==> src/hdl/isr_defs.svh <==
// status reporting constants: bit positions, reset values, reply codes
// assumes inclusion by bare name from the design files
`ifndef ISR_DEFS_SVH
`define ISR_DEFS_SVH

`define ISR_STB_ERROR_PENDING_FLAG 2
`define ISR_STB_REPLY_WAITING_FLAG 4
`define ISR_STB_EVENT_SUMMARY_FLAG 5
`define ISR_STB_RQS 6
`define ISR_ESR_OPERATION_DONE_EVENT 0
`define ISR_SRE_RST 8'h00
`define ISR_ESE_RST 8'h00
`define ISR_ESR_RST 8'h00
`define ISR_STB_RST 8'h00
`define ISR_SRE_MASK 8'hbf
`define ISR_DONE_REPLY 8'h31
`define ISR_EMPTY_REPLY 8'h00
`define ISR_EXT_EVT_MASK 8'hfe

`endif

==> src/hdl/isr_pkg.sv <==
// types of the status reporting block: command codes and port bundles
// assumes the controller side decodes its text commands into these codes
package isr_pkg;

   typedef enum logic [3:0] {
      ISR_CMD_NONE = 4'b0000,
      ISR_CMD_STB_QUERY = 4'b0001,
      ISR_CMD_SERIAL_POLL = 4'b0010,
      ISR_CMD_ERR_QUERY = 4'b0011,
      ISR_CMD_SRE_WRITE = 4'b0100,
      ISR_CMD_SRE_QUERY = 4'b0101,
      ISR_CMD_ESE_WRITE = 4'b0110,
      ISR_CMD_ESE_QUERY = 4'b0111,
      ISR_CMD_ESR_QUERY = 4'b1000,
      ISR_CMD_CLS = 4'b1001,
      ISR_CMD_OP_DONE = 4'b1010,
      ISR_CMD_OP_DONE_QUERY = 4'b1011,
      ISR_CMD_OUT_READ = 4'b1100
   } isr_cmd_code_t;

   typedef struct packed {
      logic valid;
      isr_cmd_code_t code;
      logic [7:0] data;
   } isr_cmd_t;

   typedef struct packed {
      logic valid;
      logic [7:0] data;
   } isr_rsp_t;

endpackage

==> src/hdl/isr_fifo.sv <==
// first-in first-out queue in flip-flops, used for error and output queues
// assumes one clock; flush and push in one cycle keep the pushed entry
`timescale 1ns/10ps
module isr_fifo #(
   parameter int W = 8,
   parameter int D = 4,
   localparam int AW = (D > 1) ? $clog2(D) : 1,
   localparam int CW = $clog2(D + 1)
) (
   input wire logic clk,
   input wire logic rst_b,
   input wire logic flush,
   input wire logic push,
   input wire logic [W-1:0] push_data,
   input wire logic pop,
   output logic [W-1:0] head,
   output logic [CW-1:0] count,
   output logic full,
   output logic empty
);

   logic [W-1:0] mem [D];
   logic [AW-1:0] wr_ptr_q;
   logic [AW-1:0] rd_ptr_q;
   logic [CW-1:0] cnt_q;
   logic wr_en;
   logic rd_en;
   logic [AW-1:0] wr_idx;

   function automatic logic [AW-1:0] ptr_inc(input logic [AW-1:0] p);
      ptr_inc = (p == AW'(D - 1)) ? '0 : AW'(p + 1'b1);
   endfunction

   assign empty = (cnt_q == '0);
   assign full = (cnt_q == CW'(D));
   // a pop frees the slot a full-queue push needs
   assign wr_en = push && (flush || !full || pop);
   assign rd_en = pop && !empty && !flush;
   assign wr_idx = flush ? '0 : wr_ptr_q;
   assign head = mem[rd_ptr_q];
   assign count = cnt_q;

   always_ff @(posedge clk or negedge rst_b) begin
      if (!rst_b) begin
         wr_ptr_q <= '0;
         rd_ptr_q <= '0;
         cnt_q <= '0;
      end else if (flush) begin
         rd_ptr_q <= '0;
         wr_ptr_q <= push ? ptr_inc('0) : '0;
         cnt_q <= push ? CW'(1) : '0;
      end else begin
         if (wr_en)
            wr_ptr_q <= ptr_inc(wr_ptr_q);
         if (rd_en)
            rd_ptr_q <= ptr_inc(rd_ptr_q);
         if (wr_en && !rd_en)
            cnt_q <= CW'(cnt_q + 1'b1);
         else if (rd_en && !wr_en)
            cnt_q <= CW'(cnt_q - 1'b1);
      end
   end

   for (genvar i = 0; i < D; i++) begin : g_entry
      always_ff @(posedge clk) begin
         if (wr_en && wr_idx == AW'(i))
            mem[i] <= push_data;
      end
   end

endmodule

==> src/hdl/isr_status_top.sv <==
// status summary byte, standard event register, enables and service request
// assumes the controller interface decodes commands and delivers one per cycle
`timescale 1ns/10ps
`include "isr_defs.svh"
module isr_status_top #(
   parameter int ERR_DEPTH = 10,
   parameter int OUT_DEPTH = 4
) (
   input wire logic REF_CLK,
   input wire logic RST_B,
   input wire isr_pkg::isr_cmd_t CMD,
   input wire logic OP_BUSY,
   input wire logic ERR_PUSH,
   input wire logic [7:0] ERR_CODE,
   input wire logic [7:0] STD_EVENT,
   output isr_pkg::isr_rsp_t RSP,
   output logic [7:0] STATUS_BYTE,
   output logic SRQ
);

   localparam int ECW = $clog2(ERR_DEPTH + 1);
   localparam int OCW = $clog2(OUT_DEPTH + 1);

   logic is_stb;
   logic is_poll;
   logic is_err_rd;
   logic is_sre_wr;
   logic is_sre_rd;
   logic is_ese_wr;
   logic is_ese_rd;
   logic is_esr_rd;
   logic is_cls;
   logic is_done_set;
   logic is_opcq;
   logic is_out_rd;

   logic [7:0] sre_q;
   logic [7:0] ese_q;
   logic [7:0] esr_q;
   logic [7:0] esr_d;
   logic [7:0] stb_d;
   logic [7:0] stb_q;
   logic srq_d;
   logic srq_q;
   logic done_pend_q;
   logic opcq_pend_q;
   logic done_fire;
   logic opcq_fire;
   isr_pkg::isr_rsp_t rsp_q;

   logic [7:0] err_head;
   logic [ECW-1:0] err_cnt;
   logic err_full;
   logic err_empty;
   logic err_pop;
   logic [7:0] out_head;
   logic [OCW-1:0] out_cnt;
   logic out_full;
   logic out_empty;
   logic out_pop;

   always_comb begin
      is_stb = 1'b0;
      is_poll = 1'b0;
      is_err_rd = 1'b0;
      is_sre_wr = 1'b0;
      is_sre_rd = 1'b0;
      is_ese_wr = 1'b0;
      is_ese_rd = 1'b0;
      is_esr_rd = 1'b0;
      is_cls = 1'b0;
      is_done_set = 1'b0;
      is_opcq = 1'b0;
      is_out_rd = 1'b0;
      if (CMD.valid) begin
         case (CMD.code)
            isr_pkg::ISR_CMD_STB_QUERY: is_stb = 1'b1;
            isr_pkg::ISR_CMD_SERIAL_POLL: is_poll = 1'b1;
            isr_pkg::ISR_CMD_ERR_QUERY: is_err_rd = 1'b1;
            isr_pkg::ISR_CMD_SRE_WRITE: is_sre_wr = 1'b1;
            isr_pkg::ISR_CMD_SRE_QUERY: is_sre_rd = 1'b1;
            isr_pkg::ISR_CMD_ESE_WRITE: is_ese_wr = 1'b1;
            isr_pkg::ISR_CMD_ESE_QUERY: is_ese_rd = 1'b1;
            isr_pkg::ISR_CMD_ESR_QUERY: is_esr_rd = 1'b1;
            isr_pkg::ISR_CMD_CLS: is_cls = 1'b1;
            isr_pkg::ISR_CMD_OP_DONE: is_done_set = 1'b1;
            isr_pkg::ISR_CMD_OP_DONE_QUERY: is_opcq = 1'b1;
            isr_pkg::ISR_CMD_OUT_READ: is_out_rd = 1'b1;
            default: ;
         endcase
      end
   end

   // error queue, oldest first; a full queue drops the newest error
   assign err_pop = is_err_rd && !err_empty;

   isr_fifo #(.W(8), .D(ERR_DEPTH)) u_err_queue (
      .clk(REF_CLK),
      .rst_b(RST_B),
      .flush(is_cls),
      .push(ERR_PUSH),
      .push_data(ERR_CODE),
      .pop(err_pop),
      .head(err_head),
      .count(err_cnt),
      .full(err_full),
      .empty(err_empty)
   );

   // output queue carries operation-complete query replies
   assign out_pop = is_out_rd && !out_empty;
   assign opcq_fire = opcq_pend_q && !OP_BUSY && !out_full;

   isr_fifo #(.W(8), .D(OUT_DEPTH)) u_out_queue (
      .clk(REF_CLK),
      .rst_b(RST_B),
      .flush(1'b0),
      .push(opcq_fire),
      .push_data(`ISR_DONE_REPLY),
      .pop(out_pop),
      .head(out_head),
      .count(out_cnt),
      .full(out_full),
      .empty(out_empty)
   );

   // enables; the request bit position is always masked off and cannot be enabled
   always_ff @(posedge REF_CLK or negedge RST_B) begin
      if (!RST_B)
         sre_q <= `ISR_SRE_RST;
      else if (is_sre_wr)
         sre_q <= CMD.data & `ISR_SRE_MASK;
   end

   always_ff @(posedge REF_CLK or negedge RST_B) begin
      if (!RST_B)
         ese_q <= `ISR_ESE_RST;
      else if (is_ese_wr)
         ese_q <= CMD.data;
   end

   // done waits for the running operation; clear-status drops the wait
   assign done_fire = done_pend_q && !OP_BUSY;

   // a request taken in the firing cycle stays pending, else it would be lost
   always_ff @(posedge REF_CLK or negedge RST_B) begin
      if (!RST_B)
         done_pend_q <= 1'b0;
      else if (is_cls)
         done_pend_q <= 1'b0;
      else if (is_done_set)
         done_pend_q <= 1'b1;
      else if (done_fire)
         done_pend_q <= 1'b0;
   end

   always_ff @(posedge REF_CLK or negedge RST_B) begin
      if (!RST_B)
         opcq_pend_q <= 1'b0;
      else if (is_cls)
         opcq_pend_q <= 1'b0;
      else if (is_opcq)
         opcq_pend_q <= 1'b1;
      else if (opcq_fire)
         opcq_pend_q <= 1'b0;
   end

   // new events win over a clear in the same cycle
   always_comb begin
      esr_d = (is_esr_rd || is_cls) ? `ISR_ESR_RST : esr_q;
      esr_d = esr_d | (STD_EVENT & `ISR_EXT_EVT_MASK);
      esr_d[`ISR_ESR_OPERATION_DONE_EVENT] = esr_d[`ISR_ESR_OPERATION_DONE_EVENT] | done_fire;
   end

   always_ff @(posedge REF_CLK or negedge RST_B) begin
      if (!RST_B)
         esr_q <= `ISR_ESR_RST;
      else
         esr_q <= esr_d;
   end

   // summary byte from present state; request bit summarises the rest
   always_comb begin
      stb_d = 8'h00;
      stb_d[`ISR_STB_ERROR_PENDING_FLAG] = !err_empty;
      stb_d[`ISR_STB_REPLY_WAITING_FLAG] = !out_empty;
      stb_d[`ISR_STB_EVENT_SUMMARY_FLAG] = |(esr_q & ese_q);
      srq_d = |(stb_d & sre_q & `ISR_SRE_MASK);
      stb_d[`ISR_STB_RQS] = srq_d;
   end

   always_ff @(posedge REF_CLK or negedge RST_B) begin
      if (!RST_B) begin
         stb_q <= `ISR_STB_RST;
         srq_q <= 1'b0;
      end else begin
         stb_q <= stb_d;
         srq_q <= srq_d;
      end
   end

   // one reply per query except the operation-complete query, the cycle after it is taken
   always_ff @(posedge REF_CLK or negedge RST_B) begin
      if (!RST_B) begin
         rsp_q <= '0;
      end else begin
         rsp_q.valid <= is_stb || is_poll || is_err_rd || is_sre_rd || is_ese_rd || is_esr_rd || is_out_rd;
         if (is_stb || is_poll)
            rsp_q.data <= stb_d;
         else if (is_err_rd)
            rsp_q.data <= err_empty ? `ISR_EMPTY_REPLY : err_head;
         else if (is_sre_rd)
            rsp_q.data <= sre_q;
         else if (is_ese_rd)
            rsp_q.data <= ese_q;
         else if (is_esr_rd)
            rsp_q.data <= esr_q;
         else if (is_out_rd)
            rsp_q.data <= out_empty ? `ISR_EMPTY_REPLY : out_head;
         else
            rsp_q.data <= 8'h00;
      end
   end

   assign RSP = rsp_q;
   assign STATUS_BYTE = stb_q;
   assign SRQ = srq_q;

   a_pend_on_error: assert property (@(posedge REF_CLK) disable iff (!RST_B)
      ERR_PUSH && !err_full |-> ##2 STATUS_BYTE[`ISR_STB_ERROR_PENDING_FLAG])
      else $error("error-pending flag missing after error");

   a_stb_reply_value: assert property (@(posedge REF_CLK) disable iff (!RST_B)
      (is_stb || is_poll) |=> RSP.valid && RSP.data == $past(stb_d))
      else $error("status byte reply wrong");

   a_err_read_clears: assert property (@(posedge REF_CLK) disable iff (!RST_B)
      is_err_rd && err_cnt == ECW'(1) && !ERR_PUSH |-> ##2 !STATUS_BYTE[`ISR_STB_ERROR_PENDING_FLAG])
      else $error("error-pending flag not cleared by last read");

   a_srq_on_pend: assert property (@(posedge REF_CLK) disable iff (!RST_B)
      $past(sre_q) == 8'h04 |-> SRQ == STATUS_BYTE[`ISR_STB_ERROR_PENDING_FLAG])
      else $error("service request does not follow error-pending");

   a_opcq_hold_busy: assert property (@(posedge REF_CLK) disable iff (!RST_B)
      opcq_pend_q && OP_BUSY && !is_cls |=> opcq_pend_q && out_cnt == $past(out_cnt) - OCW'(out_pop))
      else $error("done reply queued while busy");

   a_opcq_reply_push: assert property (@(posedge REF_CLK) disable iff (!RST_B)
      opcq_pend_q && !OP_BUSY && !out_full && !out_pop |=> out_cnt == OCW'($past(out_cnt) + 1'b1))
      else $error("done reply not queued");

   a_query_cmd_pends: assert property (@(posedge REF_CLK) disable iff (!RST_B)
      is_opcq |=> opcq_pend_q)
      else $error("done reply request lost");

   a_done_cmd_pends: assert property (@(posedge REF_CLK) disable iff (!RST_B)
      is_done_set |=> done_pend_q)
      else $error("done request lost");

   a_wait_tracks_queue: assert property (@(posedge REF_CLK) disable iff (!RST_B)
      out_pop && out_cnt == OCW'(1) && !opcq_fire |-> ##2 !STATUS_BYTE[`ISR_STB_REPLY_WAITING_FLAG])
      else $error("reply-waiting flag not cleared");

   a_summary_from_done: assert property (@(posedge REF_CLK) disable iff (!RST_B)
      done_fire && ese_q[`ISR_ESR_OPERATION_DONE_EVENT] && !is_ese_wr |-> ##2 STATUS_BYTE[`ISR_STB_EVENT_SUMMARY_FLAG])
      else $error("event-summary flag missing after done");

   a_summary_level: assert property (@(posedge REF_CLK) disable iff (!RST_B)
      |(esr_q & ese_q) |=> STATUS_BYTE[`ISR_STB_EVENT_SUMMARY_FLAG])
      else $error("event-summary flag low with enabled event");

   a_esr_read_clear: assert property (@(posedge REF_CLK) disable iff (!RST_B)
      is_esr_rd && (STD_EVENT & `ISR_EXT_EVT_MASK) == 8'h00 && !done_fire
      |=> esr_q == 8'h00 && RSP.data == $past(esr_q))
      else $error("event register not returned and cleared");

   a_cls_clears_all: assert property (@(posedge REF_CLK) disable iff (!RST_B)
      is_cls && !ERR_PUSH && (STD_EVENT & `ISR_EXT_EVT_MASK) == 8'h00 && !done_fire
      |=> err_cnt == '0 && esr_q == 8'h00 && !done_pend_q && !opcq_pend_q)
      else $error("clear-status left state behind");

   a_srq_on_summary: assert property (@(posedge REF_CLK) disable iff (!RST_B)
      $past(sre_q) == 8'h20 |-> SRQ == STATUS_BYTE[`ISR_STB_EVENT_SUMMARY_FLAG])
      else $error("service request does not follow event summary");

   a_srq_and_mask: assert property (@(posedge REF_CLK) disable iff (!RST_B)
      ##1 SRQ == |(STATUS_BYTE & $past(sre_q) & `ISR_SRE_MASK) && SRQ == STATUS_BYTE[`ISR_STB_RQS])
      else $error("service request not equal to masked byte");

   a_err_oldest_first: assert property (@(posedge REF_CLK) disable iff (!RST_B)
      is_err_rd && err_cnt > ECW'(1) |=> RSP.data == $past(err_head) ##1 STATUS_BYTE[`ISR_STB_ERROR_PENDING_FLAG])
      else $error("error order or flag wrong");

endmodule

==> config.mk <==
export PLATFORM = sky130hd
export DESIGN_NAME = isr_status_top
export DESIGN_NICKNAME = d
export VERILOG_FILES = /design/src/hdl/isr_pkg.sv /design/src/hdl/isr_fifo.sv /design/src/hdl/isr_status_top.sv
export VERILOG_INCLUDE_DIRS = /design/src /design/src/hdl
export SDC_FILE = /design/constraint.sdc
export NUM_CORES = 1
export LEC_CHECK = 0
export ABC_AREA = 1
export ABC_CLOCK_PERIOD_IN_PS = 2400
export BUFFER_PORTS_ARGS = -buffer_cell sky130_fd_sc_hd__buf_2
export CAP_MARGIN = 5
export CORE_ASPECT_RATIO = 1.75
export CORE_MARGIN = 2
export CORE_UTILIZATION = 50
export DETAILED_ROUTE_END_ITERATION = 10
export PLACE_DENSITY = 0.69
export SLEW_MARGIN = 15
export SYNTH_ARGS = -nofsm -noshare
export SYNTH_HDL_FRONTEND = slang
export SYNTH_SLANG_ARGS = --single-unit
==> constraint.sdc <==
create_clock -name REF_CLK -period 2.4 [get_ports REF_CLK]
set_clock_uncertainty 0.2 [all_clocks]
set_input_delay 0.24 -clock REF_CLK [delete_from_list [all_inputs] [get_ports REF_CLK]]
set_output_delay 0.24 -clock REF_CLK [all_outputs]
set_load 0.01 [all_outputs]
* Word level (Yosys, flattened, before mapping)
Memories as Yosys holds them, arrays and structs flattened.
Index checks and enable logic that the tools add are counted.
** Cells by class
- Add/subtract/negate cells :: 6
- $mul :: 0
- Divide/modulo/power cells :: 0
- Magnitude comparators :: 0
- Equal/unequal tests :: 25
- Shift operators :: 0
- Muxes and demuxes :: 99
- Bitwise operators :: 4
- Reductions and logical operators :: 64
** Operator list (number)
- 8-bit 2-to-1 mux :: 18
- 8-bit OR reduction :: 10
- 4-bit 2-to-1 mux :: 19
- 1-bit 2-to-1 mux :: 60
- 4-bit equality test (second input constant) :: 10
- 4-bit by 3-bit equality test with 1-bit output (second input constant) :: 8
- 1-bit logical AND :: 24
- 4-bit by 2-bit equality test with 1-bit output (second input constant) :: 4
- 4-bit by 1-bit adder with 4-bit output (second input constant) :: 3
- 1-bit zero test :: 10
- 1-bit logical OR :: 10
- 3-bit nonzero test :: 3
- 6-bit by 8-bit bitwise AND with 8-bit output :: 1
- 8-bit bitwise AND :: 1
- 4-bit by 1-bit equality test with 1-bit output (second input constant) :: 2
- 4-bit zero test :: 2
- 8-bit bitwise OR :: 1
- 7-bit OR reduction :: 1
- 3-bit 2-to-1 mux :: 2
- 2-bit nonzero test :: 3
- 4-bit by 1-bit subtractor with 4-bit output (second input constant) :: 1
- 3-bit by 1-bit adder with 3-bit output (second input constant) :: 1
- 3-bit equality test (second input constant) :: 1
- 3-bit zero test :: 1
- other kinds (2) :: 2
** Storage, ports and cells
- Flip-flop bits (word level) :: 54
- Bits in latches :: 0
- Memory bits (writable) :: 80
- Bits in read-only memories :: 0
- Bits of input ports :: 33
- Output and inout bits :: 18
- Memories kept :: 1
** Memories
- u_err_queue.mem :: depth 10, bits a word 8, rd ports 1, clocked after memory_dff 0, write ports 1, line isr_fifo.sv:22 : logic [W-1:0] mem [D];

* Longest topological paths before layout
- Depth after elaboration :: 19
- Depth in mapped cells :: 15

* Hierarchy
Synthesis repeated with hierarchy kept, for this count alone.
** Unflattened totals
- Cell total of the unflattened synthesis :: 846
- Area total of the unflattened synthesis :: 8011.4 um^2
** By module, submodules not included
- isr_fifo (u_err_queue) :: instances 1, cells each 426, area an instance 4230.3 um^2, sequential area each 2702.6 um^2
- isr_status_top :: instances 1, cells each 275, area an instance 2074.5 um^2, sequential area each 950.9 um^2
- isr_fifo (u_out_queue) :: instances 1, cells each 145, area an instance 1706.6 um^2, sequential area each 1136.1 um^2

* Worst setup path after synthesis
OpenSTA, ideal clock, no wires.
- Path kind :: reg2reg
- From :: reg u_err_queue.cnt_q[3] (netlist: u_err_queue.count[3])
- To :: mem u_err_queue.mem[4][0] (enable)
- Library setup time :: 383 ps
- Arrival time :: 1580 ps
- Setup slack :: 237 ps
- Stages on the path, launching flop included :: 8
- Cells stage by stage :: dfrtp_1 nor2_1 nand2_1 nand3_2 inv_2 o21ai_4 buf_6 nor3_1
** On the way
- Longest elaborated chain between the ends :: 18
** Ends and longest elaborated chain
- start, declared :: line isr_fifo.sv:25 : logic [CW-1:0] cnt_q;
- start signal, assigned :: line isr_fifo.sv:51 : cnt_q <= push ? CW'(1) : '0;
- start signal, assigned :: line isr_fifo.sv:58 : cnt_q <= CW'(cnt_q + 1'b1);
- start signal, assigned :: line isr_fifo.sv:60 : cnt_q <= CW'(cnt_q - 1'b1);
- 4-bit zero test (*) :: line isr_fifo.sv:34 : assign empty = (cnt_q == '0);
- 1-bit zero test (*)
- net stb_d[2] :: line isr_status_top.sv:41 : logic [7:0] stb_d;
- 1-bit logical AND (*) :: line isr_status_top.sv:95 : assign err_pop = is_err_rd && !err_empty;
- 1-bit logical OR (*) :: line isr_fifo.sv:37 : assign wr_en = push && (flush || !full || pop);
- 1-bit logical AND (*) :: line isr_fifo.sv:37
- 1-bit logical AND :: line isr_fifo.sv:66 : if (wr_en && wr_idx == AW'(i))
- 1-bit 2-to-1 mux :: line isr_fifo.sv:66
- 1-bit 2-to-1 mux (implied by the code) :: line isr_fifo.sv:67 : mem[i] <= push_data;
- 8-bit OR reduction (no source line)
- 4-bit 2-to-1 mux (no source line) or 1-bit 2-to-1 mux (tied branches) (9 in series)
- end, declared :: line isr_fifo.sv:22
Mark *: on every way through the listed nets, which the timed path passes. The rest lies on a longest branch.

* Worst setup path after layout
- From :: in OP_BUSY
- To :: reg u_out_queue.cnt_q[2] (netlist: u_out_queue.count[2])
** On the way
- Longest elaborated chain between the ends :: 7
** Ends and longest elaborated chain
- start, declared :: line isr_status_top.sv:12 : input wire logic OP_BUSY,
- 1-bit zero test (*) :: line isr_status_top.sv:112 : assign opcq_fire = opcq_pend_q && !OP_BUSY && !out_full;
- 1-bit logical AND (*) (2 in series) :: line isr_status_top.sv:112
- 1-bit logical AND (*) :: line isr_fifo.sv:37
- 1-bit zero test :: line isr_fifo.sv:59 : else if (rd_en && !wr_en)
- 1-bit logical AND :: line isr_fifo.sv:59
- 2-bit nonzero test (no source line)
- end signal, assigned :: line isr_fifo.sv:51
- end signal, assigned :: line isr_fifo.sv:58
- end signal, assigned :: line isr_fifo.sv:60
- end, declared :: line isr_fifo.sv:25
Every way passes the cells marked *; elsewhere a longest branch is shown, timed or not.
A chain may end at the register's enable or synchronous reset.

==> flow_summary.ini <==
[clock_tree]
clock-sinks = 133
htree_levels = 4
clockBufferDepth = 2
path_clk_slew_ns = 0.05
post-cts-setup-buffer-count = 0
root_buffer = clkbuf_16
cts_tree = yes
clkLatencyLatePin_ns = 0.41
cts_buffers = 17

[timing]
period_minus_slack_ns = 2.20
grt_setup_unrepaired = no
hold_viol = 0
max_slew.worst_pin.slew_ns = 0.515
tns_ns = 0
setup_viol_count_final = 0
relSlewSlack_pct = 65.6
drv_slew = 0
timing.fmax_mhz = 456
period_share_pct = 91.5

[synth]
yosysUniqueCellTypes = 37
yosysTopAreaCellShare_pct = 40.4
synth_area_sq_um = 5950
ys_ff_latch = 133
synth-seq-area-share_pct = 62.7
yosys_warnings = 0
netlist_instances = 599
synth.avg_cell_area_sq_um = 9.93
synthTopCellsByArea = edfxtp_1 40%, dfrtp_1 22%, nand2_1 8.8%
yosysTopAreaCell = edfxtp_1

[setup_path]
critPathMaxFanout = 3
r2r_setup_slack_ns = 0.22
timing.rr.start = u_err_queue.count[2]$_DFFE_PN0P_
worstSetupEndpointType = flip-flop
crit_type = in -> reg
worst-r2r-cell-count = 14
r2r_end = u_err_queue.count[3]$_DFFE_PN0P_
required_ns = 2.48
critical_path_arrival_ns = 2.28
critPathLaunchType = primary input

[die]
start_util_pct = 51.3
core_area_sq_um = 11600
io_pins = 51
die_h_microns = 148
dieArea_sq_um = 12800
die_w_microns = 86.4
placementRows = 52

[global_routing]
grt_pass1_wl_mm = 21.9
grt_max_degree = 43
grt_util_all_layers_pct = 22.4
antenna_found_initial = 0
grt_overflow_total = 0
grt_pass1_vias = 4639

[power_and_ir_drop]
leakage_nw = 3.23
irDropWorstVdd_v = 0.000664
power_density_nw_per_um2 = 1070

[final_layout]
fin_nets = 736
final_common_cell = nand2_1
instances_no_fill = 842
final_cell_mix = 140 x nand2_1, 80 x edfxtp_1, 75 x nor2_1, 58 x o21ai_0, 55 x inv_1
area_delta_synth_final_pct = 22.1
antenna_cells = 0
drive_gt1_share_pct = 15.7

[run]
cap_violations = 0

[route]
drt-wirelength-per-cell_microns = 16.0
first_pass_iters = 5
dr.first_iter.drc_count = 209
vias_per_cell = 5.35
vias = 4505
totalWireLength_mm = 13.5
detail-route-antenna-nets = 0
route.detailed.drc = 0

[place]
gp_congestion = 0.885
post-place-cells = 784
port_buffers = 45
dpl.hpwl_mm = 9.48

[run_status]
run_status = completed

[hold_path]
worstHoldPathCells = 4
hp-start = CMD[11]
holdPathEnd = RSP[8]$_DFF_PN0_
hold_class = in -> reg
flip-flops by register name (all words and copies together) (netlist names):
signal,count
esr_q,8
SRQ,1
u_err_queue.count,4
opcq_pend_q,1
u_err_queue.rd_ptr_q,4
ese_q,8
u_out_queue.count,3
done_pend_q,1
u_err_queue.mem,80
RSP,9
sre_q,7
u_err_queue.wr_ptr_q,4
STATUS_BYTE,3
where the power goes:
| group | switching [W] | total (W) | leakage [nW] | internal (W) |
|---|---|---|---|---|
| Combinational | 0.00136 | 0.00214 | 1.58 | 0.000783 |
| Sequential | 0.000245 | 0.00306 | 1.36 | 0.00281 |
| Clock | 0.000863 | 0.00254 | 0.288 | 0.00167 |
| Total | 0.00247 | 0.00774 | 3.23 | 0.00527 |
worst max-delay path by stage:
stage | startpoint | end | slack [ns] | depth (start not counted)
global placement | CMD[11] | u_err_queue.count[3]$_DFFE_PN0P_ | 0.24 | 15
detailed placement | CMD[11] | u_err_queue.count[3]$_DFFE_PN0P_ | 0.16 | 15
CTS | u_err_queue.count[2]$_DFFE_PN0P_ | u_err_queue.count[3]$_DFFE_PN0P_ | 0.16 | 13
global route | u_err_queue.count[2]$_DFFE_PN0P_ | u_err_queue.count[3]$_DFFE_PN0P_ | 0.04 | 14
floorplan | u_err_queue.count[3]$_DFFE_PN0P_ | u_err_queue.mem[4][0]$_DFFE_PP_ | 0.24 | 7
finish | OP_BUSY | u_out_queue.count[2]$_DFFE_PN0P_ | 0.20 | 9
what timing repair did:
item	in CTS	in global routing
setup endpoints to repair	0	1
gates resized for setup	0	2
hold endpoints to repair	124	0
hold buffers	26	0
routing by layer:
metal	vias up	GRT usage (%)	wire [microns]
met2	128	42.2	7750
met1	2163	23.2	4930
li1	2179	-	-
met3	35	4.44	430
met5	-	0	0
met4	0	10.2	367
cell usage after synthesis, drive strengths merged:
| master | n |
|---|---|
| inv | 59 |
| o31ai | 1 |
| nand2 | 144 |
| o22ai | 7 |
| a21o | 1 |
| a21oi | 18 |
| o21bai | 6 |
| nand4 | 2 |
| o211ai | 2 |
| a32o | 1 |
| nor4 | 1 |
| o21ai | 60 |
| a211oi | 1 |
| nor3 | 13 |
| dfrtp | 53 |
| ha | 7 |
| fa | 2 |
| clkbuf | 5 |
| xnor2 | 3 |
| nand3 | 34 |
| buf | 16 |
| nor2 | 77 |
| conb | 1 |
| mux2 | 2 |
| xor2 | 3 |
| edfxtp | 80 |
stage by stage:
step | setup WS [ns] | utilization (%) | power, W | area (sq um) | hold WS [ns]
2_1_floorplan | 0.237 | - | 0.00447 | 5960 | -0.256
3_3_place_gp | 0.239 | 55.2 | 0.00506 | 6400 | 0.0316
3_5_place_dp | 0.156 | 55.2 | 0.00515 | 6400 | 0.0381
4_1_cts | 0.159 | 62.6 | 0.00775 | 7250 | 0.00390
5_1_grt | 0.0361 | 62.7 | 0.00819 | 7260 | 0.0346
6_report | 0.205 | 62.7 | 0.00774 | 7260 | 0.0232
critical path, stage by stage:
cell and delay (ns):
dlygate4sd3_1 0.53, buf_2 0.15, a211oi_1 0.30, ha_1 0.21, inv_1 0.06, fa_1 0.38, a21oi_1 0.15, o21ai_0 0.11
xor2_1 0.15
cells by family after synthesis:
kind of cell | share of synthesized area (%)
adder cells (fa/ha/maj) | 2.15
AND/OR/NAND/NOR | 18.9
buffers and inverters | 5.85
multiplexers | 0.379
XOR/XNOR | 0.884
flip-flops | 62.7
other | 0.0631
AO/OA/AOI/OAI | 9.11
layout make-up:
class	instances	area (sq um)
fill	942	4320
timing repair buffer	94	658
clock inverter	4	70.1
tap	135	169
clock buffer	28	518
inverter	59	221
sequential	133	3730
multi-input combinational	389	1900
(Power assumes the default switching activity.)
